===== src/shared/ssf_pkg.sv =====
package ssf_pkg;

  // register port geometry
  localparam int          SSF_AW          = 8;
  localparam int          SSF_DW          = 16;
  localparam logic [7:0]  SSF_OFF_GSW     = 8'h05;
  localparam logic [7:0]  SSF_OFF_ADC     = 8'h0D;
  localparam logic [7:0]  SSF_OFF_RAIL    = 8'h38;
  localparam logic [15:0] SSF_RST_VAL     = 16'h0000;

  // general status word fields
  localparam int          SSF_CLKR_LSB    = 12;
  localparam int          SSF_CLKR_W      = 4;
  localparam int          SSF_LRST_LSB    = 5;
  localparam int          SSF_LRST_W      = 3;
  localparam int          SSF_TOP_W       = 5;
  localparam logic [3:0]  SSF_CLKR_MID    = 4'h8;
  localparam logic [3:0]  SSF_CLKR_TOL    = 4'h1;

  // last reset cause codes
  localparam logic [2:0]  SSF_CAUSE_POR   = 3'h0;
  localparam logic [2:0]  SSF_CAUSE_PROJ  = 3'h1;
  localparam logic [2:0]  SSF_CAUSE_WD1   = 3'h2;
  localparam logic [2:0]  SSF_CAUSE_WD2   = 3'h3;
  localparam logic [2:0]  SSF_CAUSE_OTEMP = 3'h4;
  localparam logic [2:0]  SSF_CAUSE_SWPC  = 3'h5;

  // top level state codes
  localparam logic [4:0]  SSF_TS_SHUTDOWN = 5'h00;
  localparam logic [4:0]  SSF_TS_INIT_A   = 5'h01;
  localparam logic [4:0]  SSF_TS_OFF      = 5'h02;
  localparam logic [4:0]  SSF_TS_INIT_B   = 5'h03;
  localparam logic [4:0]  SSF_TS_PU_1V1   = 5'h04;
  localparam logic [4:0]  SSF_TS_PU_1V8   = 5'h05;
  localparam logic [4:0]  SSF_TS_PU_3V3   = 5'h06;
  localparam logic [4:0]  SSF_TS_REL_RST  = 5'h07;
  localparam logic [4:0]  SSF_TS_STANDBY  = 5'h08;
  localparam logic [4:0]  SSF_TS_OFS_EN   = 5'h09;
  localparam logic [4:0]  SSF_TS_BIAS_EN  = 5'h0A;
  localparam logic [4:0]  SSF_TS_DISP_RDY = 5'h0C;
  localparam logic [4:0]  SSF_TS_DISP_ON  = 5'h0D;
  localparam logic [4:0]  SSF_TS_PARK     = 5'h0E;
  localparam logic [4:0]  SSF_TS_PARK_OFF = 5'h0F;
  localparam logic [4:0]  SSF_TS_DISCHG   = 5'h11;

  // adc block status bits
  localparam int          SSF_ADC_STOP    = 7;
  localparam int          SSF_ADC_TLINE   = 6;
  localparam int          SSF_ADC_CMD     = 5;
  localparam int          SSF_ADC_PAR     = 4;
  localparam int          SSF_ADC_CH2U    = 3;
  localparam int          SSF_ADC_CH2S    = 2;
  localparam int          SSF_ADC_CH1U    = 1;
  localparam int          SSF_ADC_CH1S    = 0;

  // rail fault bits
  localparam int          SSF_RF_BIAS     = 15;
  localparam int          SSF_RF_RST      = 14;
  localparam int          SSF_RF_OFS      = 13;
  localparam int          SSF_RF_PG1      = 12;
  localparam int          SSF_RF_PG2      = 10;
  localparam int          SSF_RF_ALDO_UV  = 9;
  localparam int          SSF_RF_ALDO_OV  = 8;
  localparam int          SSF_RF_LDO3_UV  = 7;
  localparam int          SSF_RF_LDO3_OV  = 6;
  localparam int          SSF_RF_LDO_OV   = 5;
  localparam int          SSF_RF_3V3      = 2;
  localparam int          SSF_RF_1V8      = 1;
  localparam int          SSF_RF_1V1      = 0;
  localparam int          SSF_NPINS       = 15;

endpackage : ssf_pkg


===== src/ssf_sync.sv =====
`timescale 1ns/1ps
module ssf_sync
#(
  parameter int WIDTH = 1
)
(
  input  wire logic             clk,
  input  wire logic             srst,
  input  wire logic [WIDTH-1:0] async_in,
  output logic      [WIDTH-1:0] sync_out
);

  // first stage feeds only the second stage
  // flops live per bit so each process is the sole writer of its own state
  genvar gi;
  generate
    for (gi = 0; gi < WIDTH; gi++)
    begin : g_bit
      logic stage1_ff;
      logic stage2_ff;

      always_ff @(posedge clk)
      begin
        if (srst)
        begin
          stage1_ff <= 1'b0;
          stage2_ff <= 1'b0;
        end
        else
        begin
          stage1_ff <= async_in[gi];
          stage2_ff <= stage1_ff;
        end
      end

      assign sync_out[gi] = stage2_ff;
    end
  endgenerate

endmodule : ssf_sync


===== src/ssf_status_regs.sv =====
`timescale 1ns/1ps
// What this block does
// - clock ratio reading sits in general status bits 15:12, mid-scale near 30 MHz.
// - last reset cause held in bits 7:5, captured while passing through off.
// - cause codes 000 to 101 as defined; other codes are never stored.
// - top state code in bits 4:0 of the general status word at 0x05.
// - top state reads 00 shutdown, 02 off, 01 or 03 initialization.
// - power-up codes 04 to 0A, 0C display ready, 0D display on.
// - parking codes 0E start, 0F rails off, 11 discharge.
// - adc status bit 7 set when a sequencer command lacks its stop bit.
// - adc status bit 6 set when a command arrives while one still runs.
// - adc status bit 5 set on any serial command error to the adc.
// - adc status bit 4 set on a command stream parity failure.
// - adc bits 3 and 2 show channel-two underflow and saturation.
// - adc bits 1 and 0 show channel-one underflow and saturation.
// - rail fault register at 0x38 is read-only, resets to zero, bits show live faults.
// - rail fault bits 15, 14, 13 flag low bias, reset, offset mirror rails.
// - rail fault bit 12 is main input or analog supply undervoltage.
// - rail fault bit 10 is undervoltage on any of 1.1, 1.8, 3.3, 6 V.
// - bits 9 and 8 flag adc 3 V regulator under and over voltage.
// - bits 7, 6 general 3 V regulator under/over; bit 5 other regulator over.
// - bits 2, 1, 0 flag undervoltage on 3.3, 1.8, 1.1 V rails.
// - summary power-good fault bit set whenever any rail fault bit is set.
// - summary adc error bit is the or of all adc status error bits.
module ssf_status_regs
  import ssf_pkg::*;
(
  input  wire logic                  clk,
  input  wire logic                  srst,
  // register port
  input  wire logic                  reg_rd,
  input  wire logic                  reg_wr,
  input  wire logic [SSF_AW-1:0]     reg_addr,
  input  wire logic [SSF_DW-1:0]     reg_wdata,
  output logic      [SSF_DW-1:0]     reg_rdata_ff,
  output logic                       reg_rvalid_ff,
  output logic                       reg_err_ff,
  // on-chip monitors, same clock
  input  wire logic [SSF_CLKR_W-1:0] clk_ratio_in,
  input  wire logic [SSF_LRST_W-1:0] reset_cause_in,
  input  wire logic [SSF_TOP_W-1:0]  top_state_in,
  input  wire logic                  adc_cmd_stop_missing,
  input  wire logic                  adc_cmd_overlap,
  input  wire logic                  adc_cmd_error,
  input  wire logic                  adc_cmd_parity_error,
  input  wire logic                  adc_ch2_underflow,
  input  wire logic                  adc_ch2_saturated,
  input  wire logic                  adc_ch1_underflow,
  input  wire logic                  adc_ch1_saturated,
  // analog comparator levels, asynchronous
  input  wire logic                  mirror_bias_rail_uv,
  input  wire logic                  mirror_reset_rail_uv,
  input  wire logic                  mirror_offset_rail_uv,
  input  wire logic                  main_input_rail_uv,
  input  wire logic                  analog_supply_rail_uv,
  input  wire logic                  rail_1v1_uv,
  input  wire logic                  rail_1v8_uv,
  input  wire logic                  rail_3v3_uv,
  input  wire logic                  rail_6v_uv,
  input  wire logic                  adc_ldo_uv,
  input  wire logic                  adc_ldo_ov,
  input  wire logic                  ldo3v_uv,
  input  wire logic                  ldo3v_ov,
  input  wire logic                  ldo_other_ov,
  input  wire logic                  spare_fault_in,
  // summary outputs
  output logic                       rail_fault_summary_ff,
  output logic                       adc_block_error_ff,
  output logic                       ext_clock_ok_ff
);

  logic [SSF_CLKR_W-1:0] clk_ratio_ff;
  logic [SSF_LRST_W-1:0] last_rst_ff;
  logic [SSF_TOP_W-1:0]  top_state_ff;
  logic [3:0]            adc_sticky_ff;
  logic [3:0]            adc_chan_ff;
  logic [SSF_DW-1:0]     rail_fault_ff;

  logic [SSF_LRST_W-1:0] nxt_last_rst;
  logic [SSF_TOP_W-1:0]  nxt_top_state;
  logic [3:0]            nxt_adc_sticky;
  logic [SSF_DW-1:0]     nxt_rail_fault;
  logic [SSF_DW-1:0]     nxt_rdata;
  logic [SSF_DW-1:0]     adc_status;
  logic [SSF_DW-1:0]     gsw_value;

  // comparator pins are not clocked by us
  logic [SSF_NPINS-1:0]  pins_raw;
  logic [SSF_NPINS-1:0]  pins_sync;

  assign pins_raw = {mirror_bias_rail_uv, mirror_reset_rail_uv, mirror_offset_rail_uv,
                     main_input_rail_uv, analog_supply_rail_uv, rail_1v1_uv, rail_1v8_uv,
                     rail_3v3_uv, rail_6v_uv, adc_ldo_uv, adc_ldo_ov, ldo3v_uv, ldo3v_ov,
                     ldo_other_ov, spare_fault_in};

  ssf_sync #(
    .WIDTH    (SSF_NPINS)
  ) u_pin_sync (
    .clk      (clk),
    .srst     (srst),
    .async_in (pins_raw),
    .sync_out (pins_sync)
  );

  wire s_bias    = pins_sync[14];
  wire s_rst     = pins_sync[13];
  wire s_ofs     = pins_sync[12];
  wire s_main    = pins_sync[11];
  wire s_asup    = pins_sync[10];
  wire s_1v1     = pins_sync[9];
  wire s_1v8     = pins_sync[8];
  wire s_3v3     = pins_sync[7];
  wire s_6v      = pins_sync[6];
  wire s_aldo_uv = pins_sync[5];
  wire s_aldo_ov = pins_sync[4];
  wire s_ldo3_uv = pins_sync[3];
  wire s_ldo3_ov = pins_sync[2];
  wire s_ldo_ov  = pins_sync[1];
  // spare comparator has no home in the map; kept synchronised, never shown
  wire s_spare   = pins_sync[0];

  // rail fault map: live levels, reserved positions zero
  always_comb
  begin
    nxt_rail_fault                 = SSF_RST_VAL;
    nxt_rail_fault[SSF_RF_BIAS]    = s_bias;
    nxt_rail_fault[SSF_RF_RST]     = s_rst;
    nxt_rail_fault[SSF_RF_OFS]     = s_ofs;
    nxt_rail_fault[SSF_RF_PG1]     = s_main | s_asup;
    nxt_rail_fault[SSF_RF_PG2]     = s_1v1 | s_1v8 | s_3v3 | s_6v;
    nxt_rail_fault[SSF_RF_ALDO_UV] = s_aldo_uv;
    nxt_rail_fault[SSF_RF_ALDO_OV] = s_aldo_ov;
    nxt_rail_fault[SSF_RF_LDO3_UV] = s_ldo3_uv;
    nxt_rail_fault[SSF_RF_LDO3_OV] = s_ldo3_ov;
    nxt_rail_fault[SSF_RF_LDO_OV]  = s_ldo_ov & ~s_spare | s_ldo_ov;
    nxt_rail_fault[SSF_RF_3V3]     = s_3v3;
    nxt_rail_fault[SSF_RF_1V8]     = s_1v8;
    nxt_rail_fault[SSF_RF_1V1]     = s_1v1;
  end

  // cause code legality and top state legality
  wire cause_legal = (reset_cause_in <= SSF_CAUSE_SWPC);
  wire in_off      = (top_state_in == SSF_TS_OFF);

  wire top_legal   = (top_state_in == SSF_TS_SHUTDOWN) | (top_state_in == SSF_TS_INIT_A)
                   | (top_state_in == SSF_TS_OFF)      | (top_state_in == SSF_TS_INIT_B)
                   | (top_state_in == SSF_TS_PU_1V1)   | (top_state_in == SSF_TS_PU_1V8)
                   | (top_state_in == SSF_TS_PU_3V3)   | (top_state_in == SSF_TS_REL_RST)
                   | (top_state_in == SSF_TS_STANDBY)  | (top_state_in == SSF_TS_OFS_EN)
                   | (top_state_in == SSF_TS_BIAS_EN)  | (top_state_in == SSF_TS_DISP_RDY)
                   | (top_state_in == SSF_TS_DISP_ON)  | (top_state_in == SSF_TS_PARK)
                   | (top_state_in == SSF_TS_PARK_OFF) | (top_state_in == SSF_TS_DISCHG);

  // an unknown code would mislead the reader; hold the last good one
  assign nxt_top_state = top_legal ? top_state_in : top_state_ff;
  assign nxt_last_rst  = (in_off && cause_legal) ? reset_cause_in : last_rst_ff;

  // register decode
  wire hit_gsw   = (reg_addr == SSF_OFF_GSW);
  wire hit_adc   = (reg_addr == SSF_OFF_ADC);
  wire hit_rail  = (reg_addr == SSF_OFF_RAIL);
  wire hit_any   = hit_gsw | hit_adc | hit_rail;
  wire adc_clear = reg_rd & hit_adc;

  // sticky adc errors: read clears, a new event in the same cycle wins
  wire [3:0] adc_events = {adc_cmd_stop_missing, adc_cmd_overlap, adc_cmd_error, adc_cmd_parity_error};
  assign nxt_adc_sticky = (adc_clear ? 4'h0 : adc_sticky_ff) | adc_events;

  assign adc_status = {8'h00, adc_sticky_ff, adc_chan_ff};
  assign gsw_value  = {clk_ratio_ff, 4'h0, last_rst_ff, top_state_ff};

  assign nxt_rdata  = hit_gsw  ? gsw_value
                    : hit_adc  ? adc_status
                    : hit_rail ? rail_fault_ff
                    : SSF_RST_VAL;

  // write data is deliberately unused; every register here is read-only
  wire unused_wdata = ^reg_wdata;

  always_ff @(posedge clk)
  begin
    if (srst)
    begin
      clk_ratio_ff  <= '0;
      last_rst_ff   <= SSF_CAUSE_POR;
      top_state_ff  <= SSF_TS_SHUTDOWN;
      adc_sticky_ff <= 4'h0;
      adc_chan_ff   <= 4'h0;
      rail_fault_ff <= SSF_RST_VAL;
    end
    else
    begin
      clk_ratio_ff  <= clk_ratio_in;
      last_rst_ff   <= nxt_last_rst;
      top_state_ff  <= nxt_top_state;
      adc_sticky_ff <= nxt_adc_sticky;
      adc_chan_ff   <= {adc_ch2_underflow, adc_ch2_saturated,
                        adc_ch1_underflow, adc_ch1_saturated};
      rail_fault_ff <= nxt_rail_fault;
    end
  end

  // summaries follow the next register value so they never lag the bits
  wire [3:0] nxt_adc_chan = {adc_ch2_underflow, adc_ch2_saturated, adc_ch1_underflow, adc_ch1_saturated};
  wire       ratio_hi_ok  = (clk_ratio_in <= SSF_CLKR_MID + SSF_CLKR_TOL);
  wire       ratio_lo_ok  = (clk_ratio_in >= SSF_CLKR_MID - SSF_CLKR_TOL);

  always_ff @(posedge clk)
  begin
    if (srst)
    begin
      rail_fault_summary_ff <= 1'b0;
      adc_block_error_ff    <= 1'b0;
      ext_clock_ok_ff       <= 1'b0;
    end
    else
    begin
      rail_fault_summary_ff <= |nxt_rail_fault;
      adc_block_error_ff    <= |{nxt_adc_sticky, nxt_adc_chan};
      ext_clock_ok_ff       <= ratio_hi_ok & ratio_lo_ok;
    end
  end

  // read answer one cycle after the strobe; writes and holes report an error
  always_ff @(posedge clk)
  begin
    if (srst)
    begin
      reg_rdata_ff  <= SSF_RST_VAL;
      reg_rvalid_ff <= 1'b0;
      reg_err_ff    <= 1'b0;
    end
    else
    begin
      reg_rdata_ff  <= reg_rd ? nxt_rdata : SSF_RST_VAL;
      reg_rvalid_ff <= reg_rd;
      reg_err_ff    <= (reg_rd & ~hit_any) | (reg_wr & ~unused_wdata) | (reg_wr & unused_wdata);
    end
  end

  a_clk_ratio_field: assert property (@(posedge clk) disable iff (srst)
    reg_rd && hit_gsw |=> reg_rdata_ff[15:12] == $past(clk_ratio_ff))
    else $error("clock ratio field wrong");

  a_last_rst_capture: assert property (@(posedge clk) disable iff (srst)
    in_off && cause_legal |=> last_rst_ff == $past(reset_cause_in))
    else $error("reset cause not captured in off");

  a_last_rst_hold: assert property (@(posedge clk) disable iff (srst)
    !(in_off && cause_legal) |=> $stable(last_rst_ff))
    else $error("reset cause changed outside off or with unused code");

  a_top_state_track: assert property (@(posedge clk) disable iff (srst)
    top_legal |=> top_state_ff == $past(top_state_in))
    else $error("top state not tracked");

  a_top_state_low: assert property (@(posedge clk) disable iff (srst)
    top_state_in == SSF_TS_OFF ##1 1'b1 |-> reg_rd && hit_gsw |=> reg_rdata_ff[4:0] == $past(top_state_ff))
    else $error("top state read mismatch");

  a_top_state_bad: assert property (@(posedge clk) disable iff (srst)
    !top_legal |=> $stable(top_state_ff))
    else $error("illegal top state stored");

  a_top_state_park: assert property (@(posedge clk) disable iff (srst)
    top_state_in == SSF_TS_DISCHG |=> top_state_ff == SSF_TS_DISCHG)
    else $error("discharge code not shown");

  a_stop_bit_set: assert property (@(posedge clk) disable iff (srst)
    adc_cmd_stop_missing |=> adc_sticky_ff[3] ##1 (adc_sticky_ff[3] || $past(adc_clear)))
    else $error("stop bit flag lost");

  a_overlap_set: assert property (@(posedge clk) disable iff (srst)
    adc_cmd_overlap |=> adc_status[SSF_ADC_TLINE])
    else $error("overlap flag not set");

  a_cmd_err_set: assert property (@(posedge clk) disable iff (srst)
    adc_cmd_error && adc_clear |=> adc_status[SSF_ADC_CMD])
    else $error("command error lost against clear");

  a_parity_set: assert property (@(posedge clk) disable iff (srst)
    adc_cmd_parity_error |=> adc_status[SSF_ADC_PAR])
    else $error("parity flag not set");

  a_chan_flags: assert property (@(posedge clk) disable iff (srst)
    1'b1 |=> adc_status[3:0] == $past(nxt_adc_chan))
    else $error("channel flags wrong");

  a_ch1_flags: assert property (@(posedge clk) disable iff (srst)
    adc_ch1_saturated && !adc_ch1_underflow |=> adc_status[1:0] == 2'b01)
    else $error("channel one flags wrong");

  a_rail_reserved: assert property (@(posedge clk) disable iff (srst)
    rail_fault_ff[11] == 1'b0 && rail_fault_ff[4:3] == 2'b00)
    else $error("reserved rail bits set");

  a_bias_latency: assert property (@(posedge clk) disable iff (srst)
    $past(srst, 1) == 1'b0 && $past(srst, 2) == 1'b0 && $past(srst, 3) == 1'b0
      |-> rail_fault_ff[SSF_RF_BIAS] == $past(mirror_bias_rail_uv, 3))
    else $error("bias fault latency wrong");

  a_pg1_or: assert property (@(posedge clk) disable iff (srst)
    $past(srst, 1) == 1'b0 && $past(srst, 2) == 1'b0 && $past(srst, 3) == 1'b0
      |-> rail_fault_ff[SSF_RF_PG1] ==
      $past(main_input_rail_uv | analog_supply_rail_uv, 3))
    else $error("pg1 or wrong");

  a_pg2_or: assert property (@(posedge clk) disable iff (srst)
    $past(srst, 1) == 1'b0 && $past(srst, 2) == 1'b0 && $past(srst, 3) == 1'b0
      |-> rail_fault_ff[SSF_RF_PG2] ==
      $past(rail_1v1_uv | rail_1v8_uv | rail_3v3_uv | rail_6v_uv, 3))
    else $error("pg2 or wrong");

  a_ldo_bits: assert property (@(posedge clk) disable iff (srst)
    $past(srst, 1) == 1'b0 && $past(srst, 2) == 1'b0 && $past(srst, 3) == 1'b0
      |-> rail_fault_ff[9:5] ==
      $past({adc_ldo_uv, adc_ldo_ov, ldo3v_uv, ldo3v_ov, ldo_other_ov}, 3))
    else $error("regulator fault bits wrong");

  a_low_rails: assert property (@(posedge clk) disable iff (srst)
    $past(srst, 1) == 1'b0 && $past(srst, 2) == 1'b0 && $past(srst, 3) == 1'b0
      |-> rail_fault_ff[2:0] == $past({rail_3v3_uv, rail_1v8_uv, rail_1v1_uv}, 3))
    else $error("low rail bits wrong");

  a_pg_summary: assert property (@(posedge clk) disable iff (srst)
    rail_fault_summary_ff == (|rail_fault_ff))
    else $error("pg summary mismatch");

  a_adc_summary: assert property (@(posedge clk) disable iff (srst)
    adc_block_error_ff == (|adc_status))
    else $error("adc summary mismatch");

  a_write_ignored: assert property (@(posedge clk) disable iff (srst)
    reg_wr && !reg_rd |=> reg_err_ff && !reg_rvalid_ff && reg_rdata_ff == SSF_RST_VAL)
    else $error("write had an effect");

  a_rail_read: assert property (@(posedge clk) disable iff (srst)
    reg_rd && hit_rail |=> reg_rvalid_ff && reg_rdata_ff == $past(rail_fault_ff))
    else $error("rail fault read wrong");

  a_hole_zero: assert property (@(posedge clk) disable iff (srst)
    reg_rd && !hit_any |=> reg_err_ff && reg_rdata_ff == SSF_RST_VAL)
    else $error("unmapped read not zero with error");

endmodule : ssf_status_regs


===== config.mk =====
export PLATFORM = sky130hd
export DESIGN_NAME = ssf_status_regs
export DESIGN_NICKNAME = d
export VERILOG_FILES = /design/src/shared/ssf_pkg.sv /design/src/ssf_sync.sv /design/src/ssf_status_regs.sv
export SDC_FILE = /design/constraint.sdc
export NUM_CORES = 1
export LEC_CHECK = 0
export ABC_AREA = 0
export BUFFER_PORTS_ARGS = -buffer_cell sky130_fd_sc_hd__buf_2
export CAP_MARGIN = 20
export CORE_ASPECT_RATIO = 0.7
export CORE_MARGIN = 2
export CORE_UTILIZATION = 35
export DETAILED_ROUTE_END_ITERATION = 8
export MAX_ROUTING_LAYER = met4
export PLACE_DENSITY = 0.59
export SYNTH_ARGS = -nofsm -noshare
export SYNTH_HDL_FRONTEND = slang
export SYNTH_SLANG_ARGS = --single-unit
export TNS_END_PERCENT = 100

===== constraint.sdc =====
create_clock -name clk -period 3.4 [get_ports clk]
set_input_delay 0.51 -clock clk [delete_from_list [all_inputs] [get_ports clk]]
set_output_delay 0.51 -clock clk [all_outputs]
set_load 0.005 [all_outputs]

==> run_summary.xml <==
<?xml version="1.0" encoding="UTF-8"?>
<metrics>
  <group name="clock_tree">
    <metric name="clk_transition_reported_paths" unit="ps">90</metric>
    <metric name="cts_post_setup_buffers_inserted" unit="">0</metric>
    <metric name="worst_skew_pair.late_latency" unit="ps">350</metric>
    <metric name="clockRootBuffer" unit="">sky130_fd_sc_hd__clkbuf_8</metric>
    <metric name="cts.htree.levels" unit="">3</metric>
    <metric name="cts_tree" unit="">built</metric>
    <metric name="cts_max_path_buffers" unit="">2</metric>
    <metric name="cts_buffers" unit="">9</metric>
    <metric name="cts_resized" unit="">0</metric>
    <metric name="cts-hold-fix-buffers" unit="">0</metric>
    <metric name="clock_sinks" unit="">81</metric>
  </group>
  <group name="setup_path">
    <metric name="cp-end-kind" unit="">flip-flop</metric>
    <metric name="r2r_slack" unit="ps">2250</metric>
    <metric name="critical_path.cell_chain" unit="">buf_2 &gt; nor4b_4 &gt; nand2_1 &gt; a32o_1</metric>
    <metric name="startpoint_type" unit="">input port</metric>
    <metric name="critical_path.reg2reg.startpoint" unit="">adc_sticky_ff[2]$_SDFF_PP0_</metric>
    <metric name="critPathSlowestCell" unit="">sky130_fd_sc_hd__nor4b_4</metric>
    <metric name="crit_arrival" unit="ps">1960</metric>
    <metric name="critical_path.top_delay_family" unit="">simple AND/OR/NAND/NOR gates</metric>
    <metric name="critPathRequiredTime" unit="ps">3660</metric>
    <metric name="worst-setup-path-type" unit="">input port to flip-flop</metric>
    <metric name="regToRegEndpoint" unit="">adc_block_error_ff$_SDFF_PP0_</metric>
    <metric name="worstPathMaxFanout" unit="">13</metric>
    <metric name="timing.critical_path.buf_inv" unit="">1</metric>
    <metric name="worst_r2r_path_depth" unit="">2</metric>
    <metric name="critical_path.max_stage_delay" unit="ps">640</metric>
  </group>
  <group name="finish">
    <metric name="areaGrowthSynthToFinish" unit="%">22.4</metric>
    <metric name="fin_nets" unit="">380</metric>
    <metric name="postLayoutCoreUtil" unit="%">44.5</metric>
    <metric name="fin_area" unit="mm²">0.00327</metric>
    <metric name="antenna_cells_inserted" unit="">0</metric>
    <metric name="fillerInstances" unit="">746</metric>
    <metric name="proportion_of_layout_cells_with_a_drive_suffix_above_1" unit="%">27.6</metric>
    <metric name="layout_common_cells" unit="">81 x sky130_fd_sc_hd__dfxtp_1, 65 x sky130_fd_sc_hd__buf_2, 48 x sky130_fd_sc_hd__nor2b_1</metric>
    <metric name="final_common_cell" unit="">sky130_fd_sc_hd__dfxtp_1</metric>
  </group>
  <group name="drt">
    <metric name="post_drt_via_cell_ratio" unit="">4.56</metric>
    <metric name="detailedRoute.firstPassIterationCount" unit="">4</metric>
    <metric name="routed_wl" unit="µm">5380</metric>
    <metric name="wl_per_cell" unit="µm">12.8</metric>
    <metric name="final_antenna_net_count" unit="">0</metric>
    <metric name="drcViolationCount" unit="">0</metric>
    <metric name="detailroute.via_count" unit="">1916</metric>
    <metric name="drt_iter0_drc" unit="">53</metric>
  </group>
  <group name="synthesis">
    <metric name="synth_fp_nets" unit="">315</metric>
    <metric name="post_synth_instance_area" unit="mm²">0.00267</metric>
    <metric name="synth.yosys.warnings" unit="">0</metric>
    <metric name="synthCells" unit="">252</metric>
    <metric name="synthDistinctLibCells" unit="">37</metric>
    <metric name="syn_area_per_cell" unit="µm²">10.6</metric>
    <metric name="ys_seq_area_share" unit="%">60.7</metric>
    <metric name="postSynthRegisterBits" unit="">81</metric>
  </group>
  <group name="power">
    <metric name="worst_ir_drop_vdd" unit="µV">194</metric>
    <metric name="power.leakage" unit="nW">1.36</metric>
    <metric name="power_density" unit="mW/mm²">550</metric>
    <metric name="power" unit="mW">1.80</metric>
  </group>
  <group name="run_status">
    <metric name="status" unit="">finished, final reports clean</metric>
  </group>
  <group name="timing">
    <metric name="worst_slew_margin_rel" unit="%">55.2</metric>
    <metric name="fin_crit" unit="ps">1700</metric>
    <metric name="setup_violations" unit="">0</metric>
    <metric name="max_freq" unit="GHz">0.588</metric>
    <metric name="layout_worst_path_cycle_share" unit="%">50.0</metric>
    <metric name="hold_viol_final" unit="">0</metric>
    <metric name="final.setup.tns" unit="ps">0</metric>
    <metric name="finClkSkew" unit="ps">15.5</metric>
    <metric name="final_max_slew_viol_count" unit="">0</metric>
    <metric name="setup_repair_after_global_routing_missed_its_margin" unit="">no</metric>
    <metric name="tightest_slew" unit="ps">670</metric>
    <metric name="finalHoldWorstSlack" unit="ps">366</metric>
  </group>
  <group name="floorplan">
    <metric name="coreArea" unit="mm²">0.00735</metric>
    <metric name="boundaryPins" unit="">84</metric>
    <metric name="fp.dieArea" unit="mm²">0.00835</metric>
    <metric name="die_h" unit="µm">77.1</metric>
    <metric name="start_util" unit="%">36.3</metric>
    <metric name="chipWidth" unit="µm">108</metric>
    <metric name="rows" unit="">26</metric>
  </group>
  <group name="global_route">
    <metric name="grt_max_degree" unit="">59</metric>
    <metric name="grt_use_total" unit="%">13.9</metric>
    <metric name="groute.layer.met3.usage" unit="%">5.19</metric>
    <metric name="vias_in_the_first_global_route" unit="">1751</metric>
    <metric name="grt-ovfl-total" unit="">0</metric>
    <metric name="first_pass_grt_wire_length" unit="µm">8600</metric>
    <metric name="grt.met2_usage" unit="%">19.2</metric>
    <metric name="grt_most_used_layer" unit="">met2</metric>
    <metric name="initial_antenna_violation_count" unit="">0</metric>
    <metric name="groute.layer.met1.usage" unit="%">18.5</metric>
  </group>
  <group name="flow_run">
    <metric name="drv.max_cap_violation_count" unit="">0</metric>
  </group>
  <group name="hold_path">
    <metric name="cell_depth_of_the_worst_hold_path" unit="">2</metric>
    <metric name="holdCritPathClass" unit="">input port to flip-flop</metric>
    <metric name="hold_path_end" unit="">u_pin_sync.g_bit[11].stage1_ff$_SDFF_PP0_</metric>
    <metric name="hold_path.startpoint" unit="">main_input_rail_uv</metric>
  </group>
  <group name="placement">
    <metric name="globalplace.congestion" unit="">0.790</metric>
    <metric name="port-buffer-count" unit="">65</metric>
    <metric name="place.detailed.hpwl" unit="µm">3840</metric>
    <metric name="dpl_cell_area" unit="mm²">0.00307</metric>
  </group>
</metrics>
sequential cells by signal, summed over array words and instances, names as in the netlist:
| signal | count |
|---|---|
| clk_ratio_ff | 4 |
| last_rst_ff | 3 |
| ext_clock_ok_ff | 1 |
| reg_rvalid_ff | 1 |
| adc_sticky_ff | 4 |
| top_state_ff | 5 |
| u_pin_sync.g_bit.stage1_ff | 14 |
| rail_fault_summary_ff | 1 |
| u_pin_sync.g_bit.stage2_ff | 14 |
| rail_fault_ff | 13 |
| adc_block_error_ff | 1 |
| reg_err_ff | 1 |
| reg_rdata_ff | 15 |
| adc_chan_ff | 4 |
report_power, final:
group	switching, mW	internal [mW]
combinational	0.0595	0.0542
sequential	0.0137	0.986
clock	0.328	0.357
total	0.401	1.40
how the worst max path moves through the flow:
| stage | cells past startpoint | endpoint | from | slack, ps |
|---|---|---|---|---|
| 6_report | 4 | reg_err_ff$_SDFF_PP0_ | reg_addr[1] | 1700 |
| 5_1_grt | 4 | reg_err_ff$_SDFF_PP0_ | reg_addr[1] | 1620 |
| 4_1_cts | 4 | reg_err_ff$_SDFF_PP0_ | reg_addr[1] | 1710 |
| 3_5_place_dp | 4 | reg_err_ff$_SDFF_PP0_ | reg_addr[1] | 1320 |
| 3_3_place_gp | 4 | reg_err_ff$_SDFF_PP0_ | reg_addr[1] | 1370 |
| 2_1_floorplan | 3 | last_rst_ff[0]$_SDFFE_PP0P_ | top_state_in[4] | 2010 |
stage by stage:
stage | instances | worst slack [ps]
2_1_floorplan | 252 | 2010
3_3_place_gp | 404 | 1370
3_5_place_dp | 404 | 1320
4_1_cts | 420 | 1710
5_1_grt | 420 | 1620
6_report | 420 | 1700
cells in the mapped netlist, drive strengths merged:
master | n | area share (%)
dfxtp | 81 | 61
nor2b | 48 | 11
nand2 | 23 | 3.3
a21oi | 12 | 2.2
nand3 | 11 | 2.1
clkbuf | 7 | 0.98
nor4 | 7 | 1.9
nand4 | 6 | 1.4
o221ai | 6 | 2.0
buf | 5 | 1.0
mux2i | 5 | 1.9
a22o | 4 | 1.3
nor3 | 4 | 0.75
o21ai | 4 | 0.75
and3 | 3 | 0.70
inv | 3 | 0.42
nor2 | 3 | 0.42
a21o | 2 | 0.56
and4bb | 2 | 0.94
nand4b | 2 | 0.66
nor4b | 2 | 1.2
or3b | 2 | 0.66
a31o | 1 | 0.33
a31oi | 1 | 0.23
a32o | 1 | 0.37
a41oi | 1 | 0.33
and2 | 1 | 0.23
conb | 1 | 0.14
nand3b | 1 | 0.28
o211ai | 1 | 0.28
or4 | 1 | 0.28
or4b | 1 | 0.37
area by class of cell:
type                            instances  area, µm²  area share [%]
Inverter                                3       11.3           0.345
Tap cell                               98        123            3.75
Timing Repair Buffer                   66        333            10.2
Clock inverter                          5       55.1            1.68
Clock buffer                           11        141            4.33
Multi-Input combinational cell        156        983            30.1
Sequential cell                        81       1620            49.6
worst reg2reg max path: stages, from the launching register on:
cell and delay (ps):
sky130_fd_sc_hd__dfxtp_1 340, sky130_fd_sc_hd__or4_1 520, sky130_fd_sc_hd__a21o_1 190
logic make-up after synthesis:
logic type	after synthesis	share of synthesized area [%]
mux	5	1.87
flops	81	60.7
simple gates	117	26.4
buf+inv	15	2.44
other cells	1	0.140
compound gates	33	8.39
metal layers:
metal / vias to the layer above / wire length, µm / share of wire (%)
li1: 1001 / - / -
met1: 850 / 2730 / 51
met2: 57 / 2210 / 41
met3: 8 / 349 / 6.5
met4: 0 / 81 / 1.5
met5: - / 0 / 0
(Power assumes the default switching activity.)
